$ cat src/rtl/mem_attr_cfg_pkg.sv
// Constants for the upper attribute configuration CSR bank
package mem_attr_cfg_pkg;
    localparam int unsigned ADDR_W       = 12;
    localparam int unsigned DATA_W       = 64;
    localparam int unsigned HALF_W       = 32;
    localparam int unsigned ENTRY_W      = 8;
    localparam int unsigned ENTRY_FIRST  = 32;
    localparam int unsigned ENTRY_COUNT  = 32;
    localparam int unsigned GROUP_WORDS  = 4;
    localparam int unsigned BYTES_PER_WD = 8;
    localparam int unsigned READ_LATENCY = 2;

    localparam logic [11:0] CFG_GROUP8_ADDR  = 12'h7e8;
    localparam logic [11:0] CFG_GROUP9_ADDR  = 12'h7e9;
    localparam logic [11:0] CFG_GROUP10_ADDR = 12'h7ea;
    localparam logic [11:0] CFG_GROUP11_ADDR = 12'h7eb;
    localparam logic [11:0] CFG_GROUP12_ADDR = 12'h7ec;
    localparam logic [11:0] CFG_GROUP13_ADDR = 12'h7ed;
    localparam logic [11:0] CFG_GROUP14_ADDR = 12'h7ee;
    localparam logic [11:0] CFG_GROUP15_ADDR = 12'h7ef;

    localparam logic [7:0]  BE_FULL  = 8'hff;
    localparam logic [7:0]  BE_LOWER = 8'h0f;
    localparam logic [7:0]  BE_UPPER = 8'hf0;

    localparam logic        RDATA_RST = 1'h0;

    typedef struct packed {
        logic       hit;
        logic [1:0] word;
        logic       upper;
    } csr_decode_t;
endpackage : mem_attr_cfg_pkg

$ cat src/rtl/attr_entry_store.sv
// Byte-writable storage for the attribute entries, registered read port
`timescale 1ns/1ps
`default_nettype none
module attr_entry_store #(
    parameter int unsigned WORDS = 4,
    parameter int unsigned WIDTH = 64
) (
    input  wire logic                     clk_i,
    input  wire logic                     wr_en_i,
    input  wire logic [WIDTH/8-1:0]       byte_en_i,
    input  wire logic [$clog2(WORDS)-1:0] addr_i,
    input  wire logic [WIDTH-1:0]         wdata_i,
    output logic      [WIDTH-1:0]         rdata_o,
    output logic      [WORDS*WIDTH-1:0]   words_o
);
    logic [WIDTH-1:0] mem_q [WORDS];

    // Entries carry no reset value
    always_ff @(posedge clk_i) begin
        if (wr_en_i) begin
            for (int b = 0; b < WIDTH / 8; b++) begin
                if (byte_en_i[b]) begin
                    mem_q[addr_i][b*8 +: 8] <= wdata_i[b*8 +: 8];
                end
            end
        end
    end

    // Old contents on a same-cycle write
    always_ff @(posedge clk_i) begin
        rdata_o <= mem_q[addr_i];
    end

    always_comb begin
        for (int w = 0; w < WORDS; w++) begin
            words_o[w*WIDTH +: WIDTH] = mem_q[w];
        end
    end
endmodule : attr_entry_store
`default_nettype wire

$ cat src/rtl/mem_attr_cfg_csrs.sv
// Upper attribute configuration CSR bank, entries 32 to 63
// How it works
// - Even CSRs 64 bits in RV64, else 32
// - Odd CSRs exist only in RV32 format
// - 0x7EA holds entries 40 to 47
// - RV32 0x7EB holds entries 44 to 47
// - 0x7EC holds entries 48 to 55
// - RV32 0x7ED holds entries 52 to 55
// - 0x7EE holds entries 56 to 63
// - RV32 0x7EF holds entries 60 to 63
// - Entries read/write, no reset value
// - 0x7E8 holds entries 32 to 39
`timescale 1ns/1ps
`default_nettype none
module mem_attr_cfg_csrs #(
    parameter int unsigned WORDS = mem_attr_cfg_pkg::GROUP_WORDS
) (
    input  wire logic         CLOCK_I,
    input  wire logic         NRST_I,
    input  wire logic         CSR_XLEN64_I,
    input  wire logic         CSR_VALID_I,
    input  wire logic         CSR_WE_I,
    input  wire logic [11:0]  CSR_ADDR_I,
    input  wire logic [63:0]  CSR_WDATA_I,
    output logic              CSR_RVALID_O,
    output logic              CSR_ERROR_O,
    output logic      [63:0]  CSR_RDATA_O,
    output logic      [255:0] ATTR_ENTRIES_O
);
    // Address decode for both formats
    function automatic mem_attr_cfg_pkg::csr_decode_t decode(
        input logic [11:0] addr,
        input logic        rv64
    );
        mem_attr_cfg_pkg::csr_decode_t d;
        d.hit   = (addr[11:3] == mem_attr_cfg_pkg::CFG_GROUP8_ADDR[11:3]) && !(rv64 && addr[0]);
        d.word  = addr[2:1];
        d.upper = !rv64 && addr[0];
        return d;
    endfunction : decode

    mem_attr_cfg_pkg::csr_decode_t dec;
    logic                          wr_en;
    logic [7:0]                    byte_en;
    logic [63:0]                   wr_data;
    logic [63:0]                   mem_rdata;
    logic [255:0]                  entries;

    logic                          s1_valid_q;
    logic                          s1_hit_q;
    logic                          s1_upper_q;
    logic                          s1_rv64_q;
    logic                          rvalid_q;
    logic                          error_q;
    logic [63:0]                   rdata_q;

    always_comb begin
        dec = decode(CSR_ADDR_I, CSR_XLEN64_I);
    end

    assign wr_en = CSR_VALID_I && CSR_WE_I && dec.hit && NRST_I;

    always_comb begin
        if (CSR_XLEN64_I) begin
            byte_en = mem_attr_cfg_pkg::BE_FULL;
        end else if (dec.upper) begin
            byte_en = mem_attr_cfg_pkg::BE_UPPER;
        end else begin
            byte_en = mem_attr_cfg_pkg::BE_LOWER;
        end
    end

    always_comb begin
        if (dec.upper) begin
            wr_data = {CSR_WDATA_I[31:0], CSR_WDATA_I[31:0]};
        end else begin
            wr_data = CSR_WDATA_I;
        end
    end

    attr_entry_store #(
        .WORDS (WORDS),
        .WIDTH (mem_attr_cfg_pkg::DATA_W)
    ) u_store (
        .clk_i     (CLOCK_I),
        .wr_en_i   (wr_en),
        .byte_en_i (byte_en),
        .addr_i    (dec.word),
        .wdata_i   (wr_data),
        .rdata_o   (mem_rdata),
        .words_o   (entries)
    );

    // Request stage
    always_ff @(posedge CLOCK_I) begin
        if (!NRST_I) begin
            s1_valid_q <= 1'h0;
            s1_hit_q   <= 1'h0;
            s1_upper_q <= 1'h0;
            s1_rv64_q  <= 1'h0;
        end else begin
            s1_valid_q <= CSR_VALID_I;
            s1_hit_q   <= dec.hit;
            s1_upper_q <= dec.upper;
            s1_rv64_q  <= CSR_XLEN64_I;
        end
    end

    // Answer handshake
    always_ff @(posedge CLOCK_I) begin
        if (!NRST_I) begin
            rvalid_q <= 1'h0;
            error_q  <= 1'h0;
        end else begin
            rvalid_q <= s1_valid_q;
            error_q  <= s1_valid_q && !s1_hit_q;
        end
    end

    always_ff @(posedge CLOCK_I) begin
        if (!NRST_I) begin
            rdata_q <= {64{mem_attr_cfg_pkg::RDATA_RST}};
        end else if (!s1_valid_q || !s1_hit_q) begin
            rdata_q <= 64'h0;
        end else if (s1_rv64_q) begin
            rdata_q <= mem_rdata;
        end else if (s1_upper_q) begin
            rdata_q <= {32'h0, mem_rdata[63:32]};
        end else begin
            rdata_q <= {32'h0, mem_rdata[31:0]};
        end
    end

    assign CSR_RVALID_O   = rvalid_q;
    assign CSR_ERROR_O    = error_q;
    assign CSR_RDATA_O    = rdata_q;
    assign ATTR_ENTRIES_O = entries;
endmodule : mem_attr_cfg_csrs
`default_nettype wire

$ cat config.mk
export PLATFORM = sky130hd
export DESIGN_NAME = mem_attr_cfg_csrs
export DESIGN_NICKNAME = d
export VERILOG_FILES = /design/src/rtl/mem_attr_cfg_pkg.sv /design/src/rtl/attr_entry_store.sv /design/src/rtl/mem_attr_cfg_csrs.sv
export SDC_FILE = /design/constraint.sdc
export NUM_CORES = 1
export LEC_CHECK = 0
export BUFFER_PORTS_ARGS = -buffer_cell sky130_fd_sc_hd__buf_4
export CAP_MARGIN = 20
export CORE_UTILIZATION = 51
export DETAILED_ROUTE_END_ITERATION = 8
export GPL_ROUTABILITY_DRIVEN = 0
export PLACE_DENSITY = 0.79
export SETUP_SLACK_MARGIN = 0.3
export SYNTH_ARGS = -nofsm -noshare
export SYNTH_HDL_FRONTEND = slang
export SYNTH_SLANG_ARGS = --single-unit
$ cat constraint.sdc
create_clock -name CLOCK_I -period 7.2 [get_ports CLOCK_I]
set_input_delay 1.44 -clock CLOCK_I [delete_from_list [all_inputs] [get_ports CLOCK_I]]
set_output_delay 1.44 -clock CLOCK_I [all_outputs]
set_load 0.01 [all_outputs]
==> impl_metrics.ini <==
[run_status]
status = finished, final reports clean

[floorplan]
start_util_pct = 52.33
dieHeight_um = 163.4
die-area_um2 = 26710
floorplan.io_pins = 403
die_w_um = 163.4
coreArea_um2 = 25400
row_count = 58

[yosys]
synthTopCellsByCount = sky130_fd_sc_hd__edfxtp_1 (256), sky130_fd_sc_hd__dfxtp_1 (134), sky130_fd_sc_hd__nand2_1 (67), sky130_fd_sc_hd__mux4_2 (64), sky130_fd_sc_hd__and2_1 (36)
yosys_register_bits = 390
yosys.area_share.xor_xnor_pct = 0
async_flop_share_pct = 0
synth_edf_count = 256
yosysUniqueCellTypes = 30
synth_largest_type_area_fraction_pct = 57.84
synth.largest_area_cell = sky130_fd_sc_hd__edfxtp_1
synth-simple-area-share_pct = 4.735
synth_mux_area_share_pct = 13.78
ys.warnings.count = 0
ys_dominant_reg_cell = sky130_fd_sc_hd__edfxtp_1
syn-num-nets = 761
post_synth_main_area_contributors = sky130_fd_sc_hd__edfxtp_1 (58%), sky130_fd_sc_hd__dfxtp_1 (20%), sky130_fd_sc_hd__mux4_2 (11%), sky130_fd_sc_hd__nand2_1 (1.9%), sky130_fd_sc_hd__and2_1 (1.7%)
synth_adder_area_share_pct = 0
yosys.cell_count.top_type = sky130_fd_sc_hd__edfxtp_1
postSynthCellCount = 680
synth-compound-area-share_pct = 1.299
postSynthAreaPerCell_um2 = 19.54
synth-seq-area-share_pct = 78.03
synth_top_family_by_area = multiplexers
post_synth_instance_area_um2 = 13290

[worst_setup_path]
startpoint_type = input pin
setup.worst_path.start = CSR_ADDR_I[2]
worst_r2r_src = s1_upper_q
critical_path.max_fanout = 66
critPathArrivalTime_ns = 3.76
timing.critical_path.required_ns = 7.32
setup.worst_path.class = in2reg
end_kind = flip-flop

[timing]
timing_worst_slew_pin_value_ns = 1.101
max_slew_margin_pct = 26.48
setup_total_negative_slack_ns = 0
hold_viol_final = 0
period_share_pct = 50.46
setup_viol = 0
number_of_slew_limit_violations_in_the_final_report = 0
rsz_0062_raised_after_global_routing = no
hold_ws_ns = 0.4426
fmax_mhz = 275.2
clock-skew-final_ns = 0.01375
finalWorstPathRequiredPeriod_ns = 3.633

[cts]
clock_tree.buffer_depth = 3
postCtsSetupBuffers = 0
cts_hold_buf = 0
cts_htree_levels = 2
ctsRootBufferMaster = sky130_fd_sc_hd__clkbuf_16
cts_tree = built
worstSkewPairLatency_ns = 0.52
cts.sinks = 390
clk_pin_slew_worst_paths_ns = 0.06
post_cts.resized_instances = 0
cts_inserted_buffers = 40

[pwr]
seq_power_share_pct = 52.6
power_density_nw_per_um2 = 256.2
power_leakage_nw = 6.975
switching_share_pct = 19.74
peakVddDrop_uv = 212.5
cellInternalPower_mw = 3.686
combinational_power_share_pct = 3.5
relative_contribution_of_the_clock_network_to_total_power_pct = 43.9
switching_power_uw = 906.3

[grt]
maximum_number_of_pins_on_one_net_before_global_route_repair = 67
grt_antenna_before_repair = 1
grt_pass1_wl_um = 50760
grt_overflow = 0
grt.total_usage_pct = 26.57
grt_pass1_vias = 8291

[hold_path]
min-delay-path-class = reg2reg
timing.hold.worst.start = u_store.rdata_o[4]

[layout]
post_route_cells_drive_above_1_share_pct = 50.84
nFillCells = 1634
nNetsFinal = 1183
synthToLayoutAreaGrowth_pct = 34.85

[placement]
dp.final_hpwl_um = 23580
numPortBuffers = 402

[detailed_routing]
ant_nets = 0
routed-via-count = 7982
drt-pass1-iter-count = 5
wire_per_inst_um = 24.64
detail_route.iter0.violations = 710
detail_route.wirelength_um = 36020
drt_drc_violations_left = 0
detail_route.vias_per_cell = 5.460

[flow_run]
maxCapViolations = 0
==> state kept, by name, summed over array words and instances, names as in the netlist <==
name and cells:
s1_rv64_q 1, u_store.rdata_o 64, CSR_RDATA_O 64, s1_upper_q 1
CSR_RVALID_O 1, s1_hit_q 1, u_store.mem_q 256, CSR_ERROR_O 1
s1_valid_q 1
==> path summary, 6_finish.rpt <==
path	end	cells after the start	slack, ns
max	u_store.mem_q[3][47]	4	3.57
min reg2reg	CSR_RDATA_O[4]	2	0.44
min	CSR_RDATA_O[4]	2	0.44
max reg2reg	CSR_RDATA_O[8]	3	5.50
==> per-layer routing <==
layer	global-route usage [%]	share of wire, %	wire (um)	vias to the layer above
li1	-	-	-	3439
met1	32.16	37	13170	4004
met2	45.49	51	18450	471
met3	7.288	9.5	3414	68
met4	9.728	2.7	986	0
met5	0	0	0	-
==> cells by family (layout without fill, tap and decap cells) <==
kind of cell	Yosys count	count (layout)
AOI/OAI and AO/OA	34	34
muxes	96	96
DFF	390	390
and+or+nand+nor	128	128
other	0	1
buffers and inverters	32	483
==> metrics by stage <==
step	setup WS, ns	cells	area (um2)	power, mW	util [%]
4_1_cts	3.513	1458	17840	4.612	70.23
5_1_grt	3.470	1462	17920	4.706	70.56
6_report	3.567	1462	17920	4.592	70.56
3_3_place_gp	3.063	1387	16550	2.616	65.17
2_1_floorplan	1.742	680	13290	2.558	-
3_5_place_dp	2.965	1387	16550	2.621	65.17
==> layout make-up <==
class	instances	area (um2)	share of cell area, %
Clock inverter	15	162.7	0.9076
Sequential cell	390	10370	57.86
Tap cell	330	412.9	2.304
Antenna cell	1	2.502	0.01396
Clock buffer	56	1122	6.262
Timing Repair Buffer	412	3153	17.59
Multi-Input combinational cell	258	2699	15.06
==> power groups by stage <==
stage          registers, mW  logic (mW)  clock network (mW)
6_report                2.42       0.159                2.02
5_1_grt                 2.42       0.170                2.12
4_1_cts                 2.42       0.159                2.04
3_5_place_dp            2.46       0.158                   0
3_3_place_gp            2.46       0.153                   0
2_1_floorplan           2.46      0.0981                   0
==> cells in the final DEF, fill, tap and decap left out, drive strengths merged, types with 8 or more instances in the layout <==
master  Yosys  layout
clkbuf      5      56
buf        27     412
and2       37      37
mux2       32      32
clkinv      0       8
dfxtp     134     134
a21oi      32      32
edfxtp    256     256
nand2      67      67
mux4       64      64
==> worst max-delay path, cell delays in order <==
cell and delay [ns]:
sky130_fd_sc_hd__buf_4 0.76, sky130_fd_sc_hd__and2_1 0.25, sky130_fd_sc_hd__nand4_1 0.33, sky130_fd_sc_hd__nor2_4 0.95
(Power assumes the default switching activity.)
